[src/usart_sync_slave_pkg.sv]
// Operation
// - Slave never drives the shift clock; the external master supplies it on the clock pin.
// - Slave mode is active while clock source select (control bit 7) is clear.
// - External clock lets transmit and receive proceed while the core sleeps.
// - With two words queued, first goes to shifter, second waits, empty flag stays clear.
// - After first word shifts out, second moves to shifter, then empty flag sets.
// - Empty flag with transmit irq enable wakes core; with global enable, vector 0004h.
// - Ninth-bit enable makes each transmitted word nine bits, ninth from ninth value.
// - Transmit enable gates sending; a holding-register write starts the transfer.
// - Single-receive enable is ignored in slave mode.
// - Continuous receive enabled before sleep allows a full word to arrive in sleep.
// - A completed word moves from the receive shifter into the receive holding register.
// - Completed reception with receive irq enable wakes core; with global enable, vector 0004h.
// - Receive-full flag sets on completion; interrupt only when receive irq enable set.
// - Receive ninth-bit enable makes each received word nine bits.
// - Ninth bit and errors shown as status, eight data bits in holding register.
// - Clearing continuous receive enable clears pending receive errors.
// - Slave shifting follows master-mode timing apart from sleep behaviour.
package usart_sync_slave_pkg;

    // Word sizes
    localparam int unsigned WORD_BITS  = 8;
    localparam int unsigned LONG_BITS  = 9;
    localparam int unsigned CNT_W      = 4;

    // Bit counts per word
    localparam logic [CNT_W-1:0] BITS_SHORT = 4'h8;
    localparam logic [CNT_W-1:0] BITS_LONG  = 4'h9;
    localparam logic [CNT_W-1:0] CNT_ZERO   = 4'h0;
    localparam logic [CNT_W-1:0] CNT_ONE    = 4'h1;

    // Interrupt vector address
    localparam int unsigned     VEC_W       = 14;
    localparam logic [VEC_W-1:0] IRQ_VECTOR = 14'h0004;
    localparam logic [VEC_W-1:0] VEC_NONE   = 14'h0000;

    // Reset values
    localparam logic [WORD_BITS-1:0] DATA_RESET  = 8'h00;
    localparam logic [LONG_BITS-1:0] SHIFT_RESET = 9'h000;

    // Transmit shifter states
    typedef enum logic [0:0] {
        TX_IDLE  = 1'b0,
        TX_SHIFT = 1'b1
    } tx_state_e;

    // Bits per word for the ninth-bit option
    function automatic logic [CNT_W-1:0] wordLength(input logic ninth);
        wordLength = ninth ? BITS_LONG : BITS_SHORT;
    endfunction : wordLength

endpackage : usart_sync_slave_pkg
[src/usart_sync_slave.sv]
`timescale 1ns/100ps
`default_nettype none
module usart_sync_slave (
    // Clock and reset
    input  wire logic                  clk_sys,
    input  wire logic                  reset_n,
    // Configuration bits
    input  wire logic                  clockSourceSelect,
    input  wire logic                  syncSelect,
    input  wire logic                  portEnable,
    input  wire logic                  transmitEnable,
    input  wire logic                  transmitNinthEnable,
    input  wire logic                  transmitNinthValue,
    input  wire logic                  continuousReceiveEnable,
    input  wire logic                  singleReceiveEnable,
    input  wire logic                  receiveNinthEnable,
    input  wire logic                  transmitIrqEnable,
    input  wire logic                  receiveIrqEnable,
    input  wire logic                  globalIrqEnable,
    // Transmit holding register write
    input  wire logic                  txWrite,
    input  wire logic [7:0]            txWriteData,
    // Receive holding register read
    input  wire logic                  rxRead,
    output logic      [7:0]            rxData,
    output logic                       rxNinthBit,
    output logic                       overrunError,
    // Status flags and wake-up
    output logic                       transmitEmptyFlag,
    output logic                       receiveFullFlag,
    output logic                       wakeUp,
    output logic                       irqTake,
    output logic      [13:0]           irqVectorAddr,
    // Shift clock pin
    input  wire logic                  shiftClockIn,
    output logic                       shiftClockOut,
    output logic                       shiftClockOe_n,
    // Data pin
    input  wire logic                  dataIn,
    output logic                       dataOut,
    output logic                       dataOe_n
);

    // Pin synchronisers and edge history
    logic        ckMeta_ff, ckSync_ff, ckLast_ff;
    logic        dinMeta_ff, dinSync_ff;
    logic        nxt_ckMeta, nxt_ckSync, nxt_ckLast;
    logic        nxt_dinMeta, nxt_dinSync;
    logic        ckRise, ckFall;
    logic        slaveOn, rxOn, txOn;

    // Transmit state
    usart_sync_slave_pkg::tx_state_e txState_ff, nxt_txState;
    logic [8:0]  txShift_ff, nxt_txShift;
    logic [8:0]  txHold_ff, nxt_txHold;
    logic        txHoldFull_ff, nxt_txHoldFull;
    logic [3:0]  txRemain_ff, nxt_txRemain;
    logic        dataOut_ff, nxt_dataOut;

    // Receive state
    logic [8:0]  rxShift_ff, nxt_rxShift;
    logic [3:0]  rxCount_ff, nxt_rxCount;
    logic [7:0]  rxData_ff, nxt_rxData;
    logic        rxNinth_ff, nxt_rxNinth;
    logic        rxFull_ff, nxt_rxFull;
    logic        overrun_ff, nxt_overrun;
    logic [8:0]  rxShifted;

    // Interrupt outputs
    logic        irqTake_ff, nxt_irqTake;
    logic [13:0] irqVector_ff, nxt_irqVector;

    // Two-flop synchronisers, edges taken from the second and third stage
    always_comb begin
        nxt_ckMeta  = shiftClockIn;
        nxt_ckSync  = ckMeta_ff;
        nxt_ckLast  = ckSync_ff;
        nxt_dinMeta = dataIn;
        nxt_dinSync = dinMeta_ff;
    end

    always_ff @(posedge clk_sys or negedge reset_n) begin
        if (!reset_n) begin
            ckMeta_ff  <= 1'b0;
            ckSync_ff  <= 1'b0;
            ckLast_ff  <= 1'b0;
            dinMeta_ff <= 1'b0;
            dinSync_ff <= 1'b0;
        end else begin
            ckMeta_ff  <= nxt_ckMeta;
            ckSync_ff  <= nxt_ckSync;
            ckLast_ff  <= nxt_ckLast;
            dinMeta_ff <= nxt_dinMeta;
            dinSync_ff <= nxt_dinSync;
        end
    end

    // Mode decode and clock edges
    assign ckRise  = ckSync_ff & ~ckLast_ff;
    assign ckFall  = ~ckSync_ff & ckLast_ff;
    assign slaveOn = portEnable & syncSelect & ~clockSourceSelect;
    assign rxOn    = slaveOn & continuousReceiveEnable;
    assign txOn    = slaveOn & transmitEnable & ~continuousReceiveEnable;

    // Holding register, shifter and bit counter for transmit
    always_comb begin
        nxt_txState    = txState_ff;
        nxt_txShift    = txShift_ff;
        nxt_txHold     = txHold_ff;
        nxt_txHoldFull = txHoldFull_ff;
        nxt_txRemain   = txRemain_ff;
        nxt_dataOut    = dataOut_ff;
        if (txWrite) begin
            nxt_txHold     = {transmitNinthValue, txWriteData};
            nxt_txHoldFull = 1'b1;
        end
        if (!slaveOn || !transmitEnable) begin
            nxt_txState  = usart_sync_slave_pkg::TX_IDLE;
            nxt_txRemain = usart_sync_slave_pkg::CNT_ZERO;
        end else begin
            unique case (txState_ff)
                usart_sync_slave_pkg::TX_IDLE: begin
                    if (txHoldFull_ff) begin
                        nxt_txShift    = txHold_ff;
                        nxt_txHoldFull = txWrite;
                        nxt_txRemain   = usart_sync_slave_pkg::wordLength(transmitNinthEnable);
                        nxt_txState    = usart_sync_slave_pkg::TX_SHIFT;
                    end
                end
                usart_sync_slave_pkg::TX_SHIFT: begin
                    if (txOn && ckRise && txRemain_ff != usart_sync_slave_pkg::CNT_ZERO) begin
                        nxt_dataOut  = txShift_ff[0];
                        nxt_txShift  = {1'b0, txShift_ff[8:1]};
                        nxt_txRemain = txRemain_ff - usart_sync_slave_pkg::CNT_ONE;
                    end else if (txOn && ckFall && txRemain_ff == usart_sync_slave_pkg::CNT_ZERO) begin
                        if (txHoldFull_ff) begin
                            nxt_txShift    = txHold_ff;
                            nxt_txHoldFull = txWrite;
                            nxt_txRemain   = usart_sync_slave_pkg::wordLength(transmitNinthEnable);
                        end else begin
                            nxt_txState = usart_sync_slave_pkg::TX_IDLE;
                        end
                    end
                end
            endcase
        end
    end

    always_ff @(posedge clk_sys or negedge reset_n) begin
        if (!reset_n) begin
            txState_ff    <= usart_sync_slave_pkg::TX_IDLE;
            txShift_ff    <= usart_sync_slave_pkg::SHIFT_RESET;
            txHold_ff     <= usart_sync_slave_pkg::SHIFT_RESET;
            txHoldFull_ff <= 1'b0;
            txRemain_ff   <= usart_sync_slave_pkg::CNT_ZERO;
            dataOut_ff    <= 1'b0;
        end else begin
            txState_ff    <= nxt_txState;
            txShift_ff    <= nxt_txShift;
            txHold_ff     <= nxt_txHold;
            txHoldFull_ff <= nxt_txHoldFull;
            txRemain_ff   <= nxt_txRemain;
            dataOut_ff    <= nxt_dataOut;
        end
    end

    // Receive shifter, holding register and error state
    assign rxShifted = {dinSync_ff, rxShift_ff[8:1]};

    always_comb begin
        nxt_rxShift  = rxShift_ff;
        nxt_rxCount  = rxCount_ff;
        nxt_rxData   = rxData_ff;
        nxt_rxNinth  = rxNinth_ff;
        nxt_rxFull   = rxFull_ff;
        nxt_overrun  = overrun_ff;
        if (rxRead) begin
            nxt_rxFull = 1'b0;
        end
        if (!continuousReceiveEnable || !slaveOn) begin
            nxt_overrun = 1'b0;
            nxt_rxCount = usart_sync_slave_pkg::CNT_ZERO;
        end else if (rxOn && !overrun_ff && ckFall) begin
            nxt_rxShift = rxShifted;
            nxt_rxCount = rxCount_ff + usart_sync_slave_pkg::CNT_ONE;
            if (nxt_rxCount == usart_sync_slave_pkg::wordLength(receiveNinthEnable)) begin
                nxt_rxCount = usart_sync_slave_pkg::CNT_ZERO;
                if (rxFull_ff && !rxRead) begin
                    nxt_overrun = 1'b1;
                end else begin
                    nxt_rxData  = receiveNinthEnable ? rxShifted[7:0] : rxShifted[8:1];
                    nxt_rxNinth = receiveNinthEnable & rxShifted[8];
                    nxt_rxFull  = 1'b1;
                end
            end
        end
    end

    always_ff @(posedge clk_sys or negedge reset_n) begin
        if (!reset_n) begin
            rxShift_ff <= usart_sync_slave_pkg::SHIFT_RESET;
            rxCount_ff <= usart_sync_slave_pkg::CNT_ZERO;
            rxData_ff  <= usart_sync_slave_pkg::DATA_RESET;
            rxNinth_ff <= 1'b0;
            rxFull_ff  <= 1'b0;
            overrun_ff <= 1'b0;
        end else begin
            rxShift_ff <= nxt_rxShift;
            rxCount_ff <= nxt_rxCount;
            rxData_ff  <= nxt_rxData;
            rxNinth_ff <= nxt_rxNinth;
            rxFull_ff  <= nxt_rxFull;
            overrun_ff <= nxt_overrun;
        end
    end

    // Wake-up and vector request from the two flags
    always_comb begin
        nxt_irqTake   = wakeUp & globalIrqEnable;
        nxt_irqVector = nxt_irqTake ? usart_sync_slave_pkg::IRQ_VECTOR : usart_sync_slave_pkg::VEC_NONE;
    end

    always_ff @(posedge clk_sys or negedge reset_n) begin
        if (!reset_n) begin
            irqTake_ff   <= 1'b0;
            irqVector_ff <= usart_sync_slave_pkg::VEC_NONE;
        end else begin
            irqTake_ff   <= nxt_irqTake;
            irqVector_ff <= nxt_irqVector;
        end
    end

    // Outputs
    assign transmitEmptyFlag = ~txHoldFull_ff;
    assign receiveFullFlag   = rxFull_ff;
    assign wakeUp            = (~txHoldFull_ff & transmitIrqEnable) | (rxFull_ff & receiveIrqEnable);
    assign irqTake           = irqTake_ff;
    assign irqVectorAddr     = irqVector_ff;
    assign rxData            = rxData_ff;
    assign rxNinthBit        = rxNinth_ff;
    assign overrunError      = overrun_ff;
    assign shiftClockOut     = 1'b0;
    assign shiftClockOe_n    = 1'b1;
    assign dataOut           = dataOut_ff;
    assign dataOe_n          = ~(txOn && txState_ff == usart_sync_slave_pkg::TX_SHIFT);

    // Single-receive enable has no effect in slave mode
    logic unusedSingle;
    assign unusedSingle = singleReceiveEnable;

endmodule : usart_sync_slave
`default_nettype wire

[config.mk]
export PLATFORM = sky130hd
export DESIGN_NAME = usart_sync_slave
export DESIGN_NICKNAME = d
export VERILOG_FILES = /design/src/usart_sync_slave_pkg.sv /design/src/usart_sync_slave.sv
export SDC_FILE = /design/constraint.sdc
export NUM_CORES = 1
export LEC_CHECK = 0
export ABC_CLOCK_PERIOD_IN_PS = 5600
export BUFFER_PORTS_ARGS = -buffer_cell sky130_fd_sc_hd__buf_2
export CORE_MARGIN = 2
export CORE_UTILIZATION = 55
export DETAILED_ROUTE_END_ITERATION = 8
export GPL_ROUTABILITY_DRIVEN = 1
export PLACE_DENSITY = 0.82
export SYNTH_ARGS = -nofsm -noshare
export SYNTH_HDL_FRONTEND = slang
export SYNTH_SLANG_ARGS = --single-unit
[constraint.sdc]
create_clock -name clk_sys -period 5.6 [get_ports clk_sys]
set_input_delay 0.84 -clock clk_sys [delete_from_list [all_inputs] [get_ports clk_sys]]
set_output_delay 0.84 -clock clk_sys [all_outputs]
set_load 0.01 [all_outputs]
Word level (Yosys, flattened, before mapping)
Cells that the tools add are included.
{"block": "word_totals", "ff_bits": 58, "latchBits": 0, "ram_bits": 0, "mem_bits_ro": 0, "in_bits": 26, "memories": 0}
{"block": "classes", "n_addsub": 2, "n_mul": 0, "div_mod_pow": 0, "magnitude_cmp": 0, "n_eq_ne": 3, "shift": 0, "mux": 36, "n_bitwise": 22, "reduce_logical": 25}
{"cell": "two-way mux 4 bit", "n": 7}
{"cell": "two-way mux 9 bit", "n": 3}
{"cell": "two-way mux 1 bit", "n": 20}
{"cell": "one-hot mux 9 bit (2 select lines)", "n": 1}
{"cell": "bitwise AND 1 bit", "n": 11}
{"cell": "NOT 1 bit", "n": 10}
{"cell": "logical AND 1 bit", "n": 8}
{"cell": "two-way mux 8 bit", "n": 1}
{"cell": "one-hot mux 4 bit (2 select lines)", "n": 1}
{"cell": "AND reduction 3 bit", "n": 2}
{"cell": "nonzero test 2 bit", "n": 3}
{"cell": "zero test 1 bit", "n": 5}
{"cell": "adder 4 x 1 -> 4 bit, second input constant", "n": 1}
{"cell": "equality test 4 bit", "n": 1}
{"cell": "zero test 4 bit", "n": 1}
{"cell": "inequality test 4 x 1 -> 1 bit, second input constant", "n": 1}
{"cell": "one-hot mux 1 bit (2 select lines)", "n": 2}
{"cell": "AND reduction 2 bit", "n": 2}
{"cell": "AND reduction 4 bit", "n": 1}
{"cell": "nonzero test 4 bit", "n": 1}
{"cell": "subtractor 4 x 1 -> 4 bit, second input constant", "n": 1}
{"cell": "two-way mux 3 bit", "n": 1}
{"cell": "inequality test 3 x 1 -> 1 bit, second input constant", "n": 1}
{"cell": "logical OR 1 bit", "n": 2}
{"cell": "OR 1 bit", "n": 1}

Depth between registers and ports, before layout
Gate-level depths: netlist of run 1.
{"block": "logic_depth", "word_depth": 10, "depth_mapped": 8, "depth_no_buf": 6}

Worst setup path after synthesis of run 1
No wires, ideal clock.
{"block": "synth_path", "path_kind": "in2out", "startpoint": "input port clockSourceSelect", "endpoint": "output port dataOe_n", "arrival_ns": 1.670, "path_slack_ns": 3.090, "stages": 2, "path_buffers": 0, "cell_sequence": "nand4b_2 > or3b_2"}
{"block": "synth_between", "elab_chain_cells": 6}
{"item": "start, declared", "line_no": "usart_sync_slave.sv:8", "source": "input wire logic clockSourceSelect,"}
{"item": "NOT 1 bit", "line_no": "usart_sync_slave.sv:101", "source": "assign slaveOn = portEnable & syncSelect & ~clockSourceSelect;"}
{"item": "bitwise AND 1 bit", "line_no": "usart_sync_slave.sv:101"}
{"item": "bitwise AND 1 bit (2 in a row)", "line_no": "usart_sync_slave.sv:103", "source": "assign txOn = slaveOn & transmitEnable & ~continuousReceiveEnable;"}
{"item": "logical AND 1 bit", "line_no": "usart_sync_slave.sv:245", "source": "assign dataOe_n = ~(txOn && txState_ff == usart_sync_slave_pkg::TX_SHIFT);"}
{"item": "NOT 1 bit", "line_no": "usart_sync_slave.sv:245"}
{"item": "end, declared", "line_no": "usart_sync_slave.sv:41", "source": "output logic dataOe_n"}
No other way between the ends.

Worst setup path after layout of run 1
Same ends and word-level chain as after synthesis.

==> flow_metrics.py, run 1 <==
metrics = {
    "outcome": {
        "run_status": "finished clean",
    },
    "drt": {
        "wl_um": 4486,
        "drtPass1Iterations": 4,
        "vias": 1661,
        "wl_per_cell_um": 14.76,
        "first_iter_violations": 97,
        "via_per_inst": 5.464,
        "final_antenna_net_count": 0,
        "drcViolationCount": 0,
    },
    "grt": {
        "antenna_found_initial": 0,
        "grt_use_total": 0.1775,
        "grt_max_degree": 55,
        "first_global_vias": 1646,
        "gr-total-overflow": 0,
        "grt_pass1_wl_um": 7431,
    },
    "logic_synthesis": {
        "ys_types": 44,
        "synth_area_leaders": "dfrtp_1 (51%), mux2_2 (15%), buf_4 (5.1%)",
        "syn_inst": 212,
        "ys.warnings.count": 0,
        "synth_area_mm2": 0.002626,
        "synth_top_family_by_area": "multiplexers",
        "synth_fa_ha_area_frac": 0.01429,
        "ys_ff_latch": 54,
        "synth_top_area_cell": "dfrtp_1",
        "synthSimpleGateAreaFrac": 0.1086,
        "synthMuxAreaShare": 0.1877,
        "netlist.area_leader.share": 0.5145,
        "synth-compound-area-share": 0.08385,
        "ys_dominant_reg_cell": "dfrtp_1",
        "synthArstFlopShare": 1.000,
        "synth_xor_area_frac": 0.01667,
        "avgSynthCellArea_um2": 12.39,
        "synth-edff-count": 0,
        "seq_area_frac_synth": 0.5145,
    },
    "placement": {
        "post-dp-hpwl_um": 3016,
        "place_area_mm2": 0.002794,
        "portBuffers": 41,
        "gp_congestion": 0.7386,
        "preCtsSetupSlack_ns": 2.498,
        "dp_cells": 297,
    },
    "hold_path": {
        "worstHoldStart": "dinMeta_ff",
        "hold_class": "reg -> reg",
    },
    "clock_network": {
        "ctsHoldBuffers": 0,
        "numCtsBuffers": 5,
        "root_buffer": "clkbuf_8",
        "clkSinkCount": 54,
        "insertion_delay_ns": 0.30,
        "cts_setup_buffers": 0,
        "clk_pin_slew_ns": 0.09,
        "clock_path_buffers": 2,
        "cts_resized": 0,
        "htreeDepth": 2,
        "cts_tree": "yes",
    },
    "floorplanning": {
        "initial_core_util": 0.5635,
        "num_rows": 25,
        "core_mm2": 0.004661,
        "dieHeight_um": 73.10,
        "die_w_um": 73.10,
        "pin_count": 58,
        "die-area_mm2": 0.005344,
    },
    "setup_path": {
        "worstReg2RegStart": "ckSync_ff",
        "crit_start": "clockSourceSelect",
        "arrival_ns": 1.95,
        "worst_setup_path_start_kind": "input pin",
        "end_kind": "primary output",
        "critPathKind": "in -> out",
        "required_ns": 4.76,
        "worst-path-max-fanout": 9,
    },
    "timing": {
        "setup_tns_ns": 0,
        "finalMaxSlewViolations": 0,
        "relSlewSlack": 0.4716,
        "worst_pin_slew_ns": 0.7897,
        "fmax_mhz": 358.9,
        "finalHoldViolCount": 0,
        "rsz0062_at_grt": "no",
        "fin_crit_sh": 0.4976,
        "setup_violations": 0,
        "worst_slack_ns": 2.814,
        "finalClockSkew_ns": 0.005476,
        "min_period_ns": 2.786,
        "hold-worst-slack_ns": 0.3599,
    },
    "finish": {
        "drive_gt1_frac": 0.3680,
        "area_delta_synth_final_pct": 10.67,
        "diodes": 0,
        "nets": 279,
        "fin_cells": 304,
        "fin_util": 0.6236,
        "stdcell_area_mm2": 0.002907,
        "n_fill_cell": 354,
    },
    "power_and_ir_drop": {
        "power_uw": 774.6,
        "vdd_ir_drop_max_v": 0.0001758,
        "p_leak_nw": 1.494,
        "power.density_mw_per_mm2": 266.5,
    },
    "flow_run": {
        "maxCapViolCount": 0,
    },
}
## cell usage after synthesis (2+ instances only)
cell	count
buf_4	18
mux2_2	34
nand2b_1	10
o2bb2ai_1	2
mux2i_1	11
a21oi_1	6
clkbuf_1	2
a2bb2oi_1	9
conb_1	2
nor3_1	2
ha_1	3
inv_1	7
xnor2_1	2
nor2_1	5
nand3_1	3
xor2_1	3
dfrtp_1	54
o21ai_0	2
or3b_1	2
nand4b_1	2
buf_2	2
nand3b_1	3
a22o_1	2
nand2_1	6
## cells by family after synthesis
kind of cell,count (synthesis)
AO/OA/AOI/OAI,28
buffers and inverters,31
adder cells (fa/ha/maj),3
other,2
flip-flops,54
XOR/XNOR,5
AND/OR/NAND/NOR,44
multiplexers,45
## placed cells by master (no fill, tap or decap), types with 3 or more instances in the layout
cell type / n
nand3b_1: 3
mux2i_1: 11
nor2_1: 5
inv_1: 7
nand3_1: 3
ha_1: 3
conb_1: 15
nand2b_1: 10
mux2_2: 34
dfrtp_1: 54
xor2_1: 3
nand2_1: 6
buf_2: 41
a21oi_1: 6
a2bb2oi_1: 9
clkbuf_8: 6
## routing by layer
layer,up-vias,routed length (µm),track usage
met3,7,163,0.02901
met4,0,75,0.07819
met5,-,0,0
met2,47,2097,0.2723
li1,792,-,-
met1,815,2149,0.2489
## flip-flops by register name, indices dropped and copies added (netlist names)
signal and flops:
ckLast_ff 1, ckMeta_ff 1, ckSync_ff 1, dataOut 1, dinMeta_ff 1, dinSync_ff 1, irqVectorAddr 1, overrunError 1
receiveFullFlag 1, rxCount_ff 4, rxData 8, rxNinthBit 1, rxShift_ff 8, txHoldFull_ff 1, txHold_ff 9, txRemain_ff 4
txShift_ff 9, txState_ff 1
## final cells by class
type | instances | area (µm²) | share of cell area
Sequential cell | 54 | 1351 | 0.4649
Multi-Input combinational cell | 140 | 1136 | 0.3909
Timing Repair Buffer | 42 | 212.7 | 0.07318
Clock buffer | 6 | 82.58 | 0.02841
Tap cell | 54 | 67.56 | 0.02325
Clock inverter | 1 | 30.03 | 0.01033
Inverter | 7 | 26.28 | 0.009040
## path summary, 6_finish.rpt
check / endpoint / slack (ns) / cells past startpoint
min in group asynchronous: txHold_ff[1] / 0.67 / 2
max: dataOe_n / 2.81 / 4
max reg2reg: rxData[1] / 2.96 / 4
max in group asynchronous: rxData[3] / 4.50 / 2
min reg2reg: dinSync_ff / 0.36 / 0
min: dinSync_ff / 0.36 / 0
## report_power, final
part / total [mW] / internal, mW / leakage (nW) / switching (mW)
Sequential: 0.436 / 0.418 / 0.686 / 0.0181
Combinational: 0.0778 / 0.0408 / 0.750 / 0.0370
Clock: 0.261 / 0.143 / 0.0573 / 0.118
Total: 0.775 / 0.602 / 1.49 / 0.173
## worst max-delay path, stage by stage
cell	delay, ns
buf_2	0.10
nand4b_2	0.35
or3b_2	0.51
buf_2	0.15
(Power assumes the default switching activity.)
==> inputs of run 2 (changes only) <==
--- a/config.mk
+++ b/config.mk
@@ -5,13 +5,13 @@
 export SDC_FILE = /design/constraint.sdc
 export NUM_CORES = 1
 export LEC_CHECK = 0
-export ABC_CLOCK_PERIOD_IN_PS = 5600
+export ABC_CLOCK_PERIOD_IN_PS = 2880
 export BUFFER_PORTS_ARGS = -buffer_cell sky130_fd_sc_hd__buf_2
 export CORE_MARGIN = 2
-export CORE_UTILIZATION = 55
+export CORE_UTILIZATION = 54
 export DETAILED_ROUTE_END_ITERATION = 8
 export GPL_ROUTABILITY_DRIVEN = 1
-export PLACE_DENSITY = 0.82
+export PLACE_DENSITY = 0.8
 export SYNTH_ARGS = -nofsm -noshare
 export SYNTH_HDL_FRONTEND = slang
 export SYNTH_SLANG_ARGS = --single-unit
==> constraint.sdc (replaced) <==
create_clock -name clk_sys -period 2.88 [get_ports clk_sys]
set_input_delay 0.432 -clock clk_sys [delete_from_list [all_inputs] [get_ports clk_sys]]
set_output_delay 0.432 -clock clk_sys [all_outputs]
set_load 0.01 [all_outputs]
==> run 2 against run 1 <==
Compared with the run above: power up 94%; via count up 0.54%; clock skew up 0.0053 ns; utilization up 0.064 points; final cell count up 1.3%; critical path type is now reg -> reg; sequential power up 94%; worst hold slack worse by 0.13 ns; clock-buffer cell count down 1; sequential share of layout area down 0.36 points; cell area up 0.77%; clock power up 93%; combinational power up 97%.
==> flow_metrics.py, run 2 (synthesized netlist as in run 1, its figures left out) <==
metrics = {
    "outcome": {
        "run_status": "finished clean",
    },
    "floorplanning": {
        "pin_count": 58,
        "core_mm2": 0.004692,
        "die_w_um": 73.74,
        "num_rows": 25,
        "dieHeight_um": 73.74,
        "initial_core_util": 0.5597,
        "die-area_mm2": 0.005438,
    },
    "timing": {
        "setup_violations": 0,
        "rsz0062_at_grt": "no",
        "relSlewSlack": 0.5169,
        "min_period_ns": 2.296,
        "setup_tns_ns": 0,
        "finalClockSkew_ns": 0.01075,
        "fmax_mhz": 435.5,
        "worst_slack_ns": 0.5840,
        "finalMaxSlewViolations": 0,
        "fin_crit_sh": 0.7972,
        "worst_pin_slew_ns": 0.7224,
        "finalHoldViolCount": 0,
    },
    "finish": {
        "multi_input_area_mm2": 0.001136,
        "diodes": 0,
        "largestRegisters": "txHold_ff x9, txShift_ff x9",
        "nets": 282,
        "final-seq-area_mm2": 0.001351,
        "final_common_cell": "dfrtp_1",
        "drive_gt1_frac": 0.3780,
        "fin_util": 0.6243,
        "area_delta_synth_final_pct": 11.53,
        "n_fill_cell": 394,
        "layout_common_cells": "dfrtp_1 (54), buf_2 (41), mux2_2 (34)",
    },
    "drt": {
        "first_iter_violations": 102,
        "wl_um": 4470,
        "vias": 1670,
        "drtPass1Iterations": 4,
        "wl_per_cell_um": 14.51,
        "drcViolationCount": 0,
        "via_per_inst": 5.422,
        "final_antenna_net_count": 0,
    },
    "placement": {
        "gp_congestion": 0.7525,
        "post-dp-hpwl_um": 3064,
        "preCtsSetupSlack_ns": 0.6045,
        "portBuffers": 41,
    },
    "setup_path": {
        "rrSetupSlack_ns": 0.58,
        "slowest_delay_ns": 0.61,
        "worstReg2RegStart": "txRemain_ff[0]",
        "crit_start": "txRemain_ff[0]",
        "path_depth": 6,
        "worst_setup_path_start_kind": "flip-flop",
        "required_ns": 3.08,
        "crit_end": "txRemain_ff[0]",
        "rr_endpoint": "txRemain_ff[0]",
        "crit_buf_inv": 1,
        "cp_top_family": "simple AND/OR/NAND/NOR gates",
        "path_cells": "inv_1, ha_1, or3b_1, nand3b_1, mux2i_1, a22o_1",
        "arrival_ns": 2.49,
        "critPathSlowestCell": "nand3b_1",
        "reg2reg_depth": 6,
        "critPathKind": "reg -> reg",
        "worst-path-max-fanout": 12,
        "end_kind": "flip-flop",
    },
    "grt": {
        "first_global_vias": 1581,
        "grt_max_degree": 55,
        "grt_pass1_wl_um": 7583,
        "met3_usage": 0.02469,
        "gr-total-overflow": 0,
        "met1_usage": 0.2511,
        "use_met2": 0.2887,
        "antenna_found_initial": 0,
        "grt_busiest_layer": "met2",
        "grt_use_total": 0.1813,
    },
    "power_and_ir_drop": {
        "intPower_mw": 1.154,
        "comb_power_share": 0.101,
        "vdd_ir_drop_max_v": 0.0003953,
        "power.density_mw_per_mm2": 513.9,
        "power_mw": 1.505,
        "power_frac_seq": 0.564,
        "p_clk_frac": 0.335,
        "p_leak_nw": 1.509,
        "switching_share": 0.2332,
        "p_sw_uw": 351.0,
    },
    "clock_network": {
        "clkSinkCount": 54,
        "insertion_delay_ns": 0.30,
        "cts_tree": "yes",
        "htreeDepth": 2,
        "cts_resized": 0,
        "ctsHoldBuffers": 0,
        "cts_setup_buffers": 0,
        "clk_pin_slew_ns": 0.10,
        "numCtsBuffers": 5,
        "clock_path_buffers": 2,
        "root_buffer": "clkbuf_8",
    },
    "flow_run": {
        "maxCapViolCount": 0,
    },
    "hold_path": {
        "hold_class": "in -> async",
    },
}
-- run 2: changes by cell type in the layout (fill, tap and decap cells not counted) --
cell | before | now
buf_4 | 1 | 4
clkinv_2 | 0 | 1
inv_6 | 0 | 1
clkbuf_8 | 6 | 5
-- run 2: worst min-delay path by stage --
stage	slack, ns	endpoint	from
after CTS	0.22	dinMeta_ff	dataIn
after detailed placement	0.34	ckSync_ff	ckMeta_ff
after global placement	0.33	dinSync_ff	dinMeta_ff
after floorplan	0.14	ckLast_ff	reset_n
after global routing	0.23	ckMeta_ff	shiftClockIn
final	0.23	txHold_ff[0]	reset_n
-- run 2: power by group through the flow --
stage | Sequential (mW) | Clock, mW | Combinational, mW
6_report | 0.848 | 0.504 | 0.153
5_1_grt | 0.856 | 0.554 | 0.171
4_1_cts | 0.849 | 0.520 | 0.156
3_5_place_dp | 0.861 | 0 | 0.155
3_3_place_gp | 0.858 | 0 | 0.149
2_1_floorplan | 0.849 | 0 | 0.122
-- run 2: routing by layer --
metal  share of wire  wire [µm]
met5               0          0
met4           0.014         63
met3           0.032        141
met2            0.47       2101
met1            0.48       2163
-- run 2: through the flow --
| stage | hold slack [ns] | std cells | area [µm²] |
|---|---|---|---|
| after floorplan | 0.1364 | 225 | 2675 |
| after global placement | 0.3325 | 300 | 2816 |
| after detailed placement | 0.3372 | 300 | 2816 |
| after CTS | 0.2205 | 308 | 2929 |
| after global routing | 0.2261 | 308 | 2929 |
| final | 0.2252 | 308 | 2929 |
-- run 2: layout make-up --
cell class / instances / area share
Inverter: 7 / 0.008971
Multi-Input combinational cell: 140 / 0.3879
Tap cell: 54 / 0.02307
Clock buffer: 5 / 0.02349
Clock inverter: 3 / 0.01495
Sequential cell: 54 / 0.4613
Timing Repair Buffer: 45 / 0.08031
==> inputs of run 3 (changes only) <==
--- a/config.mk
+++ b/config.mk
@@ -5,13 +5,14 @@
 export SDC_FILE = /design/constraint.sdc
 export NUM_CORES = 1
 export LEC_CHECK = 0
-export ABC_CLOCK_PERIOD_IN_PS = 2880
+export ABC_AREA = 1
+export ABC_CLOCK_PERIOD_IN_PS = 2200
 export BUFFER_PORTS_ARGS = -buffer_cell sky130_fd_sc_hd__buf_2
 export CORE_MARGIN = 2
-export CORE_UTILIZATION = 54
+export CORE_UTILIZATION = 55
 export DETAILED_ROUTE_END_ITERATION = 8
 export GPL_ROUTABILITY_DRIVEN = 1
-export PLACE_DENSITY = 0.8
+export PLACE_DENSITY = 0.81
 export SYNTH_ARGS = -nofsm -noshare
 export SYNTH_HDL_FRONTEND = slang
 export SYNTH_SLANG_ARGS = --single-unit
==> constraint.sdc (replaced) <==
create_clock -name clk_sys -period 2.2 [get_ports clk_sys]
set_input_delay 0.33 -clock clk_sys [delete_from_list [all_inputs] [get_ports clk_sys]]
set_output_delay 0.33 -clock clk_sys [all_outputs]
set_load 0.01 [all_outputs]
==> run 3 against run 2 <==
Compared with the run above: clock-buffer cell count grew 1; clock power grew 3%; sequential power grew 38%; register-to-register slack lost 0.23 ns; synthesized cell count grew 74%; the run now ends with negative hold slack left; worst hold slack lost 0.23 ns; global-route usage grew 2.3 points; worst setup slack lost 0.23 ns; clock skew is essentially flat; final cell count grew 54%.
==> flow_metrics.py, run 3 <==
metrics = {
    "timing": {
        "setup_violations": 0,
        "fmax_mhz": 542.9,
        "setup_tns_ns": 0,
        "finalHoldViolCount": 9,
        "rsz0062_at_grt": "no",
        "fin_crit_sh": 0.8372,
        "hold-worst-slack_ns": -0.008104,
        "min_period_ns": 1.842,
        "worst_pin_slew_ns": 0.5924,
        "finalMaxSlewViolations": 0,
        "relSlewSlack": 0.6036,
        "finalClockSkew_ns": 0.01056,
    },
    "finish": {
        "drive_gt1_frac": 0.1728,
        "stdcell_area_mm2": 0.003187,
        "largestRegisters": "txHold_ff x9, txShift_ff x9",
        "nets": 434,
        "n_fill_cell": 456,
        "fin_util": 0.6240,
        "diodes": 0,
        "final_common_cell": "nand2_1",
        "area_delta_synth_final_pct": 9.313,
        "layout_common_cells": "nand2_1 (116), dfrtp_1 (54), buf_2 (41)",
    },
    "power_and_ir_drop": {
        "p_clk_frac": 0.260,
        "p_sw_uw": 561.6,
        "comb_power_share": 0.155,
        "power_mw": 1.993,
        "switching_share": 0.2817,
        "power.density_mw_per_mm2": 625.5,
        "p_leak_nw": 1.768,
        "intPower_mw": 1.432,
        "power_frac_seq": 0.585,
        "vdd_ir_drop_max_v": 0.0004166,
    },
    "drt": {
        "wl_met1_um": 2570,
        "wl_met3_um": 304,
        "wl_per_cell_um": 11.63,
        "drcViolationCount": 0,
        "drtPass1Iterations": 5,
        "wl_um": 5525,
        "vias": 2367,
        "via_per_inst": 4.983,
        "first_iter_violations": 126,
        "final_antenna_net_count": 0,
        "wl_met2_um": 2566,
        "routed.top_layer": "met4",
    },
    "setup_path": {
        "required_ns": 2.39,
        "worst_setup_path_start_kind": "flip-flop",
        "worst-path-max-fanout": 14,
        "reg2reg_depth": 9,
        "arrival_ns": 2.03,
        "critPathKind": "reg -> reg",
        "end_kind": "flip-flop",
    },
    "placement": {
        "place_area_mm2": 0.003107,
        "gp_congestion": 0.8198,
        "portBuffers": 41,
        "post-dp-hpwl_um": 4057,
    },
    "grt": {
        "first_global_vias": 2248,
        "gr-total-overflow": 0,
        "grt_pass1_wl_um": 9846,
        "grt_max_degree": 33,
        "grt_use_total": 0.2048,
        "antenna_found_initial": 0,
    },
    "logic_synthesis": {
        "ys_dominant_reg_cell": "dfrtp_1",
        "netlist.area_leader.share": 0.4635,
        "synth_top_area_cell": "dfrtp_1",
        "seq_area_frac_synth": 0.4635,
        "synth_area_mm2": 0.002915,
        "ys_types": 31,
        "synth_area_leaders": "dfrtp_1 (46%), nand2_1 (15%), inv_1 (4.9%)",
        "synthArstFlopShare": 1.000,
        "ys_ff_latch": 54,
        "avgSynthCellArea_um2": 7.901,
        "ys.warnings.count": 0,
        "syn_inst": 369,
        "synth.most_common_cell": "nand2_1",
        "yosys-top-cells-count": "nand2_1 (116), dfrtp_1 (54), inv_1 (38), nand3_1 (27), o21ai_0 (25)",
        "synth-edff-count": 0,
    },
    "clock_network": {
        "htreeDepth": 2,
        "clk_pin_slew_ns": 0.09,
        "cts_resized": 0,
        "numCtsBuffers": 5,
        "root_buffer": "clkbuf_8",
        "insertion_delay_ns": 0.31,
        "ctsHoldBuffers": 0,
        "cts_tree": "yes",
        "cts_setup_buffers": 0,
        "clock_path_buffers": 2,
        "clkSinkCount": 54,
    },
    "floorplanning": {
        "core_mm2": 0.005107,
        "pin_count": 58,
        "die-area_mm2": 0.005899,
        "dieHeight_um": 76.81,
        "initial_core_util": 0.5708,
        "die_w_um": 76.81,
        "num_rows": 26,
    },
    "flow_run": {
        "maxCapViolCount": 0,
    },
    "hold_path": {
        "hold_class": "in -> async",
    },
    "outcome": {
        "run_status": "finished with violations",
        "failed_checks": "negative hold slack",
    },
}
-- run 3: changes by cell type after synthesis, sizes merged, moves of 10 or more --
| cell | before | now |
|---|---|---|
| nand4 | 0 | 15 |
| inv | 7 | 42 |
| nand2b | 10 | 0 |
| mux2i | 11 | 0 |
| mux2 | 34 | 2 |
| nand2 | 6 | 119 |
| o21ai | 2 | 35 |
| nand3 | 3 | 29 |
-- run 3: power groups by stage --
| stage | registers [mW] | logic (mW) | clock network, mW |
|---|---|---|---|
| final | 1.17 | 0.308 | 0.519 |
| after global routing | 1.18 | 0.367 | 0.582 |
| after CTS | 1.17 | 0.313 | 0.545 |
| after detailed placement | 1.18 | 0.311 | 0 |
| after global placement | 1.18 | 0.299 | 0 |
| after floorplan | 1.16 | 0.248 | 0 |
-- run 3: logic make-up (layout without fill, tap and decap cells) --
group | Yosys count | in the layout | share of synthesized area
simple gates | 179 | 179 | 0.2811
mux | 2 | 2 | 0.007725
other cells | 2 | 15 | 0.002576
compound gates | 46 | 46 | 0.08713
xor+xnor | 4 | 4 | 0.01202
buf+inv | 79 | 102 | 0.1330
flops | 54 | 54 | 0.4635
fa+ha+maj | 3 | 3 | 0.01288
-- run 3: worst max-delay path, cell delays in order (launching register included) --
cell and delay [ns]:
dfrtp_1 0.38, inv_1 0.14, ha_1 0.30, nand2_1 0.11
nand3_2 0.09, nor2_4 0.06, inv_2 0.22, nand2_2 0.24
nand2_1 0.13, nand2_1 0.06
-- run 3: through the flow --
| step | instances | setup WS, ns |
|---|---|---|
| after floorplan | 382 | 0.6588 |
| after global placement | 468 | 0.4546 |
| after detailed placement | 468 | 0.3828 |
| after CTS | 475 | 0.3688 |
| after global routing | 475 | 0.2145 |
| final | 475 | 0.3581 |
-- run 3: area by class of cell --
class,instances,area (µm²),share of cell area
sequential,54,1351,0.4240
inverter,48,180.2,0.05654
timing repair buffer,47,262.8,0.08245
clock inverter,1,7.507,0.002356
clock buffer,6,72.57,0.02277
tap,70,87.58,0.02748
multi-input combinational,249,1225,0.3844
-- run 3: path summary, 6_finish.rpt --
kind | slack [ns] | from | end
setup / recovery | 0.36 | txRemain_ff[0] | txShift_ff[4]
hold / removal | -0.008 | reset_n | rxShift_ff[6]
setup reg to reg | 0.36 | txRemain_ff[0] | txShift_ff[4]
hold reg to reg | 0.36 | dinMeta_ff | dinSync_ff
max in group asynchronous | 1.65 | reset_n | txShift_ff[4]
min in group clk_sys | 0.13 | shiftClockIn | ckMeta_ff
-- run 3: routing by layer --
| metal | global-route usage | vias up |
|---|---|---|
| li1 | - | 1210 |
| met1 | 0.2636 | 1082 |
| met2 | 0.3474 | 66 |
| met3 | 0.03412 | 9 |
| met4 | 0.07636 | 0 |
| met5 | 0 | - |
